$ cat src/design/adc_seq_pkg.sv
// constants, types and helpers shared by the converter sequencer files
package adc_seq_pkg;

  // ==========================================================
  // clocks and rates
  localparam int REF_CLK_HZ = 100_000_000;
  localparam int SRC_CLK_HZ = 16_000_000;
  // ref_clk cycles per converter clock at the fastest rate (src / 8)
  localparam int CONV_DIV_BASE = REF_CLK_HZ / (SRC_CLK_HZ / 8);
  localparam int DIV_CNT_W = 9;
  localparam logic [5:0] CONV_EXTRA_TICKS = 6'h0d;

  // ==========================================================
  // widths
  localparam int RES_W = 10;
  localparam int ACC_W = 14;
  localparam int WORD_W = 16;
  localparam int LEN_W = 11;
  localparam int NUM_CH = 8;
  localparam logic [2:0] TEMP_CH = 3'h6;
  localparam logic [2:0] SUPPLY_CH = 3'h7;
  localparam logic [RES_W-1:0] SAR_FIRST = 10'h200;

  // ==========================================================
  // register byte offsets
  localparam logic [7:0] OFS_CTRL = 8'h00;
  localparam logic [7:0] OFS_STATUS = 8'h04;
  localparam logic [7:0] OFS_INT_EN = 8'h08;
  localparam logic [7:0] OFS_RESULT = 8'h0c;
  localparam logic [7:0] OFS_ACCUM = 8'h10;
  localparam logic [7:0] OFS_BUF_BASE = 8'h14;
  localparam logic [7:0] OFS_BUF_LEN = 8'h18;
  localparam logic [7:0] OFS_TIMER = 8'h1c;
  localparam logic [7:0] OFS_CH_MASK = 8'h20;
  localparam logic [7:0] OFS_BUF_PTR = 8'h24;

  // control register fields
  localparam int CTRL_W = 18;
  localparam int CTRL_START = 1;
  localparam int CTRL_CONT = 2;
  localparam int CTRL_CHAN = 3;
  localparam int CTRL_DIV = 6;
  localparam int CTRL_SMP = 8;
  localparam int CTRL_GAIN = 10;
  localparam int CTRL_EXTREF = 11;
  localparam int CTRL_ACC_EN = 12;
  localparam int CTRL_ACC_N = 13;
  localparam int CTRL_DEFER = 15;
  localparam int CTRL_BUF = 16;
  localparam int CTRL_WRAP = 17;
  localparam logic [CTRL_W-1:0] CTRL_RESET = 18'h00000;

  // status register fields
  localparam int EV_W = 4;
  localparam int ST_EOC = 0;
  localparam int ST_HALF = 1;
  localparam int ST_FULL = 2;
  localparam int ST_OVF = 3;
  localparam int ST_BUSY = 4;

  // ==========================================================
  // types
  typedef enum logic [3:0] {
    ST_IDLE = 4'b0001,
    ST_SAMPLE = 4'b0010,
    ST_CONVERT = 4'b0100,
    ST_DMA = 4'b1000
  } conv_state_t;

  typedef struct packed {
    logic active;
    logic sample;
    logic [2:0] chan;
    logic [RES_W-1:0] dac;
    logic gain;
    logic ext_ref;
    logic supply_div_en;
  } ana_ctrl_t;

  typedef struct packed {
    logic valid;
    logic [WORD_W-1:0] addr;
    logic [WORD_W-1:0] data;
  } dma_req_t;

  // ==========================================================
  // sampling window in converter clocks: 2, 4, 6 or 8
  function automatic logic [5:0] sample_ticks(input logic [1:0] sel);
    sample_ticks = {3'h0, sel, 1'b0} + 6'h02;
  endfunction

  // conversion remainder after the window: two more windows plus 13
  function automatic logic [5:0] convert_ticks(input logic [1:0] sel);
    logic [5:0] win;
    win = sample_ticks(sel);
    convert_ticks = {win[4:0], 1'b0} + CONV_EXTRA_TICKS;
  endfunction

endpackage

$ cat src/design/adc_sequencer.sv
// converter sequencer: APB registers, SAR control, accumulator, DMA ring
`timescale 1ns/1ps
`default_nettype none
module adc_sequencer (
  // clock and reset
  input wire logic ref_clk,
  input wire logic resetn,
  // apb slave
  input wire logic psel,
  input wire logic penable,
  input wire logic pwrite,
  input wire logic [7:0] paddr,
  input wire logic [31:0] pwdata,
  output logic [31:0] prdata,
  output logic pready,
  output logic pslverr,
  // analog front end
  input wire logic cmp_in,
  output adc_seq_pkg::ana_ctrl_t ana,
  // dma write port
  output adc_seq_pkg::dma_req_t dma,
  input wire logic dma_ack,
  // interrupt
  output logic irq
);
  localparam int RES_W = adc_seq_pkg::RES_W;
  localparam int ACC_W = adc_seq_pkg::ACC_W;
  localparam int LEN_W = adc_seq_pkg::LEN_W;
  localparam int EV_W = adc_seq_pkg::EV_W;

  // ==========================================================
  // helpers

  // lowest selected input of a scan mask
  function automatic logic [2:0] first_chan(input logic [7:0] m);
    first_chan = 3'h0;
    for (int i = 7; i >= 0; i--) begin
      if (m[i]) begin
        first_chan = 3'(i);
      end
    end
  endfunction

  // ==========================================================
  // register storage
  logic [adc_seq_pkg::CTRL_W-1:0] ctrl;
  logic [adc_seq_pkg::CTRL_W-1:0] next_ctrl;
  logic [EV_W-1:0] int_en;
  logic [EV_W-1:0] next_int_en;
  logic [15:0] buf_base;
  logic [15:0] next_buf_base;
  logic [LEN_W-1:0] buf_len;
  logic [LEN_W-1:0] next_buf_len;
  logic [15:0] period;
  logic [15:0] next_period;
  logic [7:0] ch_mask;
  logic [7:0] next_ch_mask;
  logic [31:0] next_prdata;
  logic next_pready;
  logic next_pslverr;
  logic wr_now;
  logic start_pulse;
  logic [EV_W-1:0] clr_ev;

  // ==========================================================
  // conversion state
  adc_seq_pkg::conv_state_t state;
  adc_seq_pkg::conv_state_t next_state;
  logic [5:0] tcnt;
  logic [5:0] next_tcnt;
  logic [RES_W-1:0] dac;
  logic [RES_W-1:0] next_dac;
  logic [RES_W-1:0] sar_bit;
  logic [RES_W-1:0] next_sar_bit;
  logic [RES_W-1:0] result;
  logic [RES_W-1:0] next_result;
  logic [ACC_W-1:0] acc;
  logic [ACC_W-1:0] next_acc;
  logic [3:0] acc_cnt;
  logic [3:0] next_acc_cnt;
  logic [7:0] scan;
  logic [7:0] next_scan;
  logic [2:0] chan;
  logic [2:0] next_chan;
  logic [LEN_W-1:0] ptr;
  logic [LEN_W-1:0] next_ptr;
  logic buf_full;
  logic next_buf_full;
  logic [15:0] timer;
  logic [15:0] next_timer;
  logic pend;
  logic next_pend;
  logic [EV_W-1:0] status;
  logic [EV_W-1:0] next_status;
  logic [EV_W-1:0] set_ev;
  adc_seq_pkg::dma_req_t next_dma;
  adc_seq_pkg::ana_ctrl_t next_ana;
  logic next_irq;
  logic tick;
  logic start_conv;
  logic trigger;
  logic buf_mode;
  logic acc_last;
  logic [LEN_W-1:0] ptr_inc;

  assign buf_mode = ctrl[adc_seq_pkg::CTRL_BUF];

  // ==========================================================
  // converter clock enable
  conv_clock_div u_div (
    .ref_clk(ref_clk),
    .resetn(resetn),
    .run(state != adc_seq_pkg::ST_IDLE),
    .div_sel(ctrl[adc_seq_pkg::CTRL_DIV +: 2]),
    .tick(tick)
  );

  // ==========================================================
  // apb slave: one wait state, write lands on the ready edge
  always_comb begin
    next_ctrl = ctrl;
    next_int_en = int_en;
    next_buf_base = buf_base;
    next_buf_len = buf_len;
    next_period = period;
    next_ch_mask = ch_mask;
    next_prdata = prdata;
    next_pslverr = 1'b0;
    start_pulse = 1'b0;
    clr_ev = '0;
    next_pready = psel && penable && !pready;
    wr_now = psel && penable && pready && pwrite;
    // read data and error are captured as ready rises
    if (next_pready) begin
      next_prdata = 32'h00000000;
      if (paddr == adc_seq_pkg::OFS_CTRL) begin
        next_prdata[adc_seq_pkg::CTRL_W-1:0] = ctrl;
      end else if (paddr == adc_seq_pkg::OFS_STATUS) begin
        next_prdata[EV_W:0] = {state != adc_seq_pkg::ST_IDLE, status};
      end else if (paddr == adc_seq_pkg::OFS_INT_EN) begin
        next_prdata[EV_W-1:0] = int_en;
      end else if (paddr == adc_seq_pkg::OFS_RESULT) begin
        next_prdata[RES_W-1:0] = result;
      end else if (paddr == adc_seq_pkg::OFS_ACCUM) begin
        next_prdata[ACC_W-1:0] = acc;
      end else if (paddr == adc_seq_pkg::OFS_BUF_BASE) begin
        next_prdata[15:0] = buf_base;
      end else if (paddr == adc_seq_pkg::OFS_BUF_LEN) begin
        next_prdata[LEN_W-1:0] = buf_len;
      end else if (paddr == adc_seq_pkg::OFS_TIMER) begin
        next_prdata[15:0] = period;
      end else if (paddr == adc_seq_pkg::OFS_CH_MASK) begin
        next_prdata[7:0] = ch_mask;
      end else if (paddr == adc_seq_pkg::OFS_BUF_PTR) begin
        next_prdata[LEN_W:0] = {buf_full, ptr};
      end else begin
        next_pslverr = 1'b1;
      end
    end
    // register writes
    if (wr_now) begin
      if (paddr == adc_seq_pkg::OFS_CTRL) begin
        next_ctrl = pwdata[adc_seq_pkg::CTRL_W-1:0];
        next_ctrl[adc_seq_pkg::CTRL_START] = 1'b0;
        start_pulse = pwdata[adc_seq_pkg::CTRL_START];
      end else if (paddr == adc_seq_pkg::OFS_STATUS) begin
        clr_ev = pwdata[EV_W-1:0]; // write one to clear
      end else if (paddr == adc_seq_pkg::OFS_INT_EN) begin
        next_int_en = pwdata[EV_W-1:0];
      end else if (paddr == adc_seq_pkg::OFS_BUF_BASE) begin
        next_buf_base = {pwdata[15:1], 1'b0}; // word aligned
      end else if (paddr == adc_seq_pkg::OFS_BUF_LEN) begin
        next_buf_len = pwdata[LEN_W-1:0];
      end else if (paddr == adc_seq_pkg::OFS_TIMER) begin
        next_period = pwdata[15:0];
      end else if (paddr == adc_seq_pkg::OFS_CH_MASK) begin
        next_ch_mask = pwdata[7:0];
      end
    end
  end

  always_ff @(posedge ref_clk or negedge resetn) begin
    if (!resetn) begin
      ctrl <= adc_seq_pkg::CTRL_RESET;
      int_en <= '0;
      buf_base <= '0;
      buf_len <= '0;
      period <= '0;
      ch_mask <= '0;
      prdata <= '0;
      pready <= 1'b0;
      pslverr <= 1'b0;
    end else begin
      ctrl <= next_ctrl;
      int_en <= next_int_en;
      buf_base <= next_buf_base;
      buf_len <= next_buf_len;
      period <= next_period;
      ch_mask <= next_ch_mask;
      prdata <= next_prdata;
      pready <= next_pready;
      pslverr <= next_pslverr;
    end
  end

  // ==========================================================
  // conversion, accumulation and buffer sequencing
  always_comb begin
    next_state = state;
    next_tcnt = tcnt;
    next_dac = dac;
    next_sar_bit = sar_bit;
    next_result = result;
    next_acc = acc;
    next_acc_cnt = acc_cnt;
    next_scan = scan;
    next_chan = chan;
    next_ptr = ptr;
    next_buf_full = buf_full;
    next_dma = dma;
    set_ev = '0;
    start_conv = 1'b0;
    trigger = 1'b0;
    ptr_inc = ptr + 11'h001;
    acc_last = acc_cnt == 4'((5'h02 << ctrl[adc_seq_pkg::CTRL_ACC_N +: 2]) - 5'h01);
    // sampling timer, counts ref_clk cycles
    next_timer = '0;
    if (buf_mode) begin
      if (timer >= period) begin
        trigger = 1'b1;
      end else begin
        next_timer = timer + 16'h0001;
      end
    end else begin
      next_ptr = '0;
      next_buf_full = 1'b0;
      next_scan = '0;
    end
    if (trigger && scan == 8'h00 && state == adc_seq_pkg::ST_IDLE) begin
      next_scan = ch_mask;
    end
    case (state)
      adc_seq_pkg::ST_IDLE: begin
        if (buf_mode) begin
          if (scan != 8'h00) begin
            next_chan = first_chan(scan);
            start_conv = 1'b1;
          end
        end else if (pend || ctrl[adc_seq_pkg::CTRL_CONT]) begin
          next_chan = ctrl[adc_seq_pkg::CTRL_CHAN +: 3];
          start_conv = 1'b1;
        end
        if (start_conv) begin
          next_state = adc_seq_pkg::ST_SAMPLE;
          next_tcnt = '0;
        end
      end
      adc_seq_pkg::ST_SAMPLE: begin
        if (tick) begin
          // hold after the programmed window
          if (tcnt == adc_seq_pkg::sample_ticks(ctrl[adc_seq_pkg::CTRL_SMP +: 2]) - 6'h01) begin
            next_state = adc_seq_pkg::ST_CONVERT;
            next_tcnt = '0;
            next_dac = adc_seq_pkg::SAR_FIRST;
            next_sar_bit = adc_seq_pkg::SAR_FIRST;
          end else begin
            next_tcnt = tcnt + 6'h01;
          end
        end
      end
      adc_seq_pkg::ST_CONVERT: begin
        if (tick) begin
          next_tcnt = tcnt + 6'h01;
          // one bit decided per converter clock, msb first
          if (sar_bit != '0) begin
            next_dac = (cmp_in ? dac : (dac & ~sar_bit)) | (sar_bit >> 1);
            next_sar_bit = sar_bit >> 1;
          end
          if (tcnt == adc_seq_pkg::convert_ticks(ctrl[adc_seq_pkg::CTRL_SMP +: 2]) - 6'h01) begin
            next_result = dac;
            // raw running sum, first sample restarts it
            if (ctrl[adc_seq_pkg::CTRL_ACC_EN]) begin
              next_acc = (acc_cnt == 4'h0 ? '0 : acc) + ACC_W'(dac);
              next_acc_cnt = acc_last ? 4'h0 : acc_cnt + 4'h1;
            end else begin
              next_acc_cnt = 4'h0;
            end
            if (!(ctrl[adc_seq_pkg::CTRL_ACC_EN] && ctrl[adc_seq_pkg::CTRL_DEFER])
                || acc_last) begin
              set_ev[adc_seq_pkg::ST_EOC] = 1'b1;
            end
            next_state = adc_seq_pkg::ST_IDLE;
            if (buf_mode) begin
              next_scan = scan & ~(8'h01 << chan);
              if (buf_full) begin
                set_ev[adc_seq_pkg::ST_OVF] = 1'b1;
              end else begin
                next_dma.valid = 1'b1;
                next_dma.addr = buf_base + {4'h0, ptr, 1'b0};
                next_dma.data = {6'h00, dac};
                next_state = adc_seq_pkg::ST_DMA;
              end
            end
          end
        end
      end
      adc_seq_pkg::ST_DMA: begin
        // next conversion waits for the ram write
        if (dma_ack) begin
          next_dma.valid = 1'b0;
          next_state = adc_seq_pkg::ST_IDLE;
          next_ptr = ptr_inc;
          if (ptr_inc == (buf_len >> 1)) begin
            set_ev[adc_seq_pkg::ST_HALF] = 1'b1;
          end
          if (ptr_inc >= buf_len) begin
            set_ev[adc_seq_pkg::ST_FULL] = 1'b1;
            if (ctrl[adc_seq_pkg::CTRL_WRAP]) begin
              next_ptr = '0;
            end else begin
              next_buf_full = 1'b1;
            end
          end
        end
      end
      default: begin
        next_state = adc_seq_pkg::ST_IDLE;
      end
    endcase
    // single request waits until a conversion takes it
    next_pend = (pend && !start_conv) || (start_pulse && !buf_mode);
    // a new event wins over a clear in the same cycle
    next_status = (status & ~clr_ev) | set_ev;
    next_irq = |(next_status & int_en);
    // analog controls follow the next state
    next_ana.active = next_state == adc_seq_pkg::ST_SAMPLE
      || next_state == adc_seq_pkg::ST_CONVERT;
    next_ana.sample = next_state == adc_seq_pkg::ST_SAMPLE;
    next_ana.chan = next_chan;
    next_ana.dac = next_dac;
    next_ana.gain = ctrl[adc_seq_pkg::CTRL_GAIN];
    next_ana.ext_ref = ctrl[adc_seq_pkg::CTRL_EXTREF];
    next_ana.supply_div_en = next_ana.active
      && next_chan == adc_seq_pkg::SUPPLY_CH;
  end

  always_ff @(posedge ref_clk or negedge resetn) begin
    if (!resetn) begin
      state <= adc_seq_pkg::ST_IDLE;
      tcnt <= '0;
      dac <= '0;
      sar_bit <= '0;
      result <= '0;
      acc <= '0;
      acc_cnt <= '0;
      scan <= '0;
      chan <= '0;
      ptr <= '0;
      buf_full <= 1'b0;
      timer <= '0;
      pend <= 1'b0;
      status <= '0;
      dma <= '0;
      ana <= '0;
      irq <= 1'b0;
    end else begin
      state <= next_state;
      tcnt <= next_tcnt;
      dac <= next_dac;
      sar_bit <= next_sar_bit;
      result <= next_result;
      acc <= next_acc;
      acc_cnt <= next_acc_cnt;
      scan <= next_scan;
      chan <= next_chan;
      ptr <= next_ptr;
      buf_full <= next_buf_full;
      timer <= next_timer;
      pend <= next_pend;
      status <= next_status;
      dma <= next_dma;
      ana <= next_ana;
      irq <= next_irq;
    end
  end
endmodule // adc_sequencer
`default_nettype wire

$ cat src/design/conv_clock_div.sv
// converter clock divider: one-cycle enable at 2 MHz, 1 MHz, 500 kHz or 250 kHz
`timescale 1ns/1ps
`default_nettype none
module conv_clock_div (
  // clock and reset
  input wire logic ref_clk,
  input wire logic resetn,
  // control
  input wire logic run,
  input wire logic [1:0] div_sel,
  // enable out
  output logic tick
);
  localparam int DIV_CNT_W = adc_seq_pkg::DIV_CNT_W;
  localparam logic [DIV_CNT_W-1:0] BASE =
    DIV_CNT_W'(adc_seq_pkg::CONV_DIV_BASE);

  logic [DIV_CNT_W-1:0] cnt;
  logic [DIV_CNT_W-1:0] next_cnt;
  logic next_tick;
  logic [DIV_CNT_W-1:0] limit;

  // count to base << sel, pulse at the wrap
  always_comb begin
    limit = DIV_CNT_W'(BASE << div_sel) - 9'h001;
    next_tick = 1'b0;
    next_cnt = cnt + 9'h001;
    if (!run) begin
      next_cnt = '0;
    end else if (cnt == limit) begin
      next_cnt = '0;
      next_tick = 1'b1;
    end
  end

  always_ff @(posedge ref_clk or negedge resetn) begin
    if (!resetn) begin
      cnt <= '0;
      tick <= 1'b0;
    end else begin
      cnt <= next_cnt;
      tick <= next_tick;
    end
  end
endmodule // conv_clock_div
`default_nettype wire

$ cat config.mk
export PLATFORM = sky130hd
export DESIGN_NAME = adc_sequencer
export DESIGN_NICKNAME = d
export VERILOG_FILES = /design/src/design/adc_seq_pkg.sv /design/src/design/adc_sequencer.sv /design/src/design/conv_clock_div.sv
export SDC_FILE = /design/constraint.sdc
export NUM_CORES = 1
export LEC_CHECK = 0
export ABC_AREA = 1
export BUFFER_PORTS_ARGS = -buffer_cell sky130_fd_sc_hd__buf_2
export CORE_UTILIZATION = 54
export DETAILED_ROUTE_END_ITERATION = 10
export HOLD_SLACK_MARGIN = 0.06
export PLACE_DENSITY = 0.77
export SLEW_MARGIN = 20
export SYNTH_ARGS = -nofsm -noshare
export SYNTH_HDL_FRONTEND = slang
export SYNTH_SLANG_ARGS = --single-unit
export TNS_END_PERCENT = 50
$ cat constraint.sdc
create_clock -name ref_clk -period 2.67 [get_ports ref_clk]
set_clock_uncertainty 0.15 [all_clocks]
set_input_delay 0.4005 -clock ref_clk [delete_from_list [all_inputs] [get_ports ref_clk]]
set_output_delay 0.4005 -clock ref_clk [all_outputs]
set_load 0.05 [all_outputs]
==> metrics.txt <==
setup ws final=0.0454 ns; outcome=finished clean; # IOs=around 130; Final GP Congestion=~0.95; Post-synth top flop=dfrtp_1; final net count=around 1900; CP max FO=3; register area share after synthesis=0.436; DRT antenna net count=0; Hold/Removal Path Class=input pin to flip-flop; placed cell area=0.0144 mm^2; gr usage total=0.309; fin util=0.647; DIE AREA=0.0256 mm^2; wire length on met2=18.7 mm; Core Box Area=0.0244 mm^2; H-Tree Depth=1; WL final=39.3 mm; Tmin final=2.62 ns; Max VDD drop=around 0.00065 V; Mean Syn Cell Area=8.05 um^2; fraction of registers with async set/reset=1.00; vias post-DR=12200; total grt overflow=0; Final period util=0.983; clk_lat worst skew=0.55 ns; Worst-Margin Slew=0.829 ns; largest net degree at the start of global routing=68; Mapped Area=~0.013 mm^2; highest metal used=met4; drt wl/cell=between 15 and 20 um; die width=160 um; Worst slew margin=0.447; total CTS buffers=27; Synthesis Warnings=0; DRC Markers=0; Die Y=between 150 and 200 um; CP Launch Type=flip-flop; clock root cell=clkbuf_16; maxcap violations=0; Post-synth EDFFs=0; CP Data Arrival Time=2.89 ns; Req. time, crit path=2.94 ns; register bit total from synthesis=235; Max clock buf depth=3; final slew viol count=0; number of buffers added on ports=a little under 100; via/cell ratio=approximately 5.6; n_diodes=0; Unique masters post-synth=58; HPWL Detailed=29.1 mm; initial antenna violation count=0; final hold vios=0; CTS tree=done; fmax=0.381 GHz; Cell Rows=57; WL met1=16.7 mm; Initial Util=0.553; DR pass1 iterations=9; pwr/cell area=approximately 600 mW/mm^2; final instance area=0.0158 mm^2; unrepaired setup endpoints after global routing=yes; WS Path Type=flip-flop to flip-flop; met3 wire len=2.53 mm; Initial DRC Count=between 1000 and 1500; Clk pin slew, worst setup/hold paths=0.06 ns; worst slack, placed=-0.0368 ns; Area Overhead vs Synth=17.1%; Final setup viols=0; leakage power=7.79 nW; Crit. End Element=flip-flop; first-pass GRT wire length=62.2 mm; Syn Inst Count=1675; share of layout cells above drive strength 1=0.191; clk sinks=~240; vias in the first global route=11700
==> power by group <==
part           internal (mW)  switching [mW]
combinational          0.442            1.19
clock                   2.50            1.53
sequential              3.76           0.204
total                   6.70            2.93
==> sequential cells by signal, indices dropped and copies added, names as in the netlist, 10 cells and up <==
register and count:
buf_base 15, result 10, dma 26, period 16, dac 10, ptr 11, ctrl 17, buf_len 11
sar_bit 10, prdata 18, acc 14, timer 16
==> path summary, 6_finish.rpt <==
path	slack, ns	cells past startpoint	end	startpoint
max in group asynchronous	1.30	4	ch_mask[5]	resetn
hold / removal	0.09	3	ch_mask[6]	pwdata[6]
hold reg to reg	0.28	0	ana[2]	ctrl[10]
setup reg to reg	0.05	15	irq	ptr[1]
setup / recovery	0.05	15	irq	ptr[1]
min in group asynchronous	0.26	2	dma[26]	resetn
==> final cells by class <==
type / instances / area, um^2
tap: 324 / 405
clock inverter: 16 / 255
fill: 2056 / 8600
sequential: 235 / 5880
clock buffer: 32 / 714
multi-input combinational: 1195 / 6640
inverter: 199 / 752
timing repair buffer: 174 / 1140
==> cells in the mapped netlist, types with 12 or more instances <==
master   count  area share
buf_2       14      0.0052
inv_2       12      0.0033
a21oi_1     85       0.032
buf_4       28       0.016
nand4_1     29       0.013
o21ai_2     31       0.020
xor2_1      23       0.015
nand2_1    410        0.11
dfrtp_1    234        0.43
xnor2_1     15      0.0097
o21ai_0    125       0.046
nand3_1     89       0.033
inv_1      185       0.051
buf_6       16       0.013
nor3_1      18      0.0067
o21ai_1     43       0.016
ha_1        57       0.053
o22ai_1     16      0.0074
nor2_1     132       0.037
==> cell families (layout without fill, tap and decap cells) <==
family / Yosys count / in the layout / synth area share
and+or+nand+nor: 734 / 734 / 0.245
adders and majority gates: 59 / 59 / 0.0558
DFF: 235 / 235 / 0.436
muxes: 2 / 2 / 0.00195
other: 1 / 21 / 0.000278
AOI/OAI and AO/OA: 341 / 341 / 0.145
buffers and inverters: 265 / 421 / 0.0919
xor gates and xnor gates: 38 / 38 / 0.0247
==> worst max-delay path: stages, from the launching register on <==
cell and delay, ns:
dfrtp_1 0.36, ha_2 0.21, buf_4 0.13, inv_1 0.04, o21ai_0 0.20, nand2_1 0.11, inv_1 0.09, ha_1 0.25
a21oi_1 0.14, o21ai_1 0.07, nand2_1 0.06, nand4_1 0.16, nand2_2 0.15, nand2_2 0.09, a22oi_2 0.16, nand3_1 0.12
==> placed cells by master, fill, tap and decap left out, types with 22 or more instances in the layout <==
master,instances
a21oi_1,83
buf_2,96
buf_4,62
clkbuf_16,27
dfrtp_1,232
ha_1,53
inv_1,180
nand2_1,394
nand3_1,85
nand4_1,29
nor2_1,124
o21ai_0,120
o21ai_1,46
o21ai_2,33
xor2_1,22
==> layer usage <==
metal | up-vias | GRT usage
met1 | 5834 | 0.409
met3 | 105 | 0.0460
met4 | 0 | 0.108
met5 | - | 0
li1 | 5781 | -
met2 | 471 | 0.515
==> repair_timing <==
item                                    CTS  global route
gates resized for setup                   3            58
setup buffers                             1            11
endpoints found under the hold margin    80             0
pin swaps                                 1            20
endpoints found under the setup margin    5            35
hold buffers                              9             0
==> metrics by stage <==
| stage | setup TNS, ns | instances | power [mW] | hold slack, ns |
|---|---|---|---|---|
| finish | 0 | 2175 | 9.63 | 0.0936 |
| floorplan | 0 | 1695 | 5.19 | -0.0451 |
| CTS | 0 | 2164 | 9.65 | 0.0842 |
| detailed placement | -0.0837 | 2106 | 5.62 | 0.254 |
| global placement | 0 | 2106 | 5.57 | 0.252 |
| global route | -0.295 | 2175 | 9.98 | 0.125 |
(Power assumes the default switching activity.)
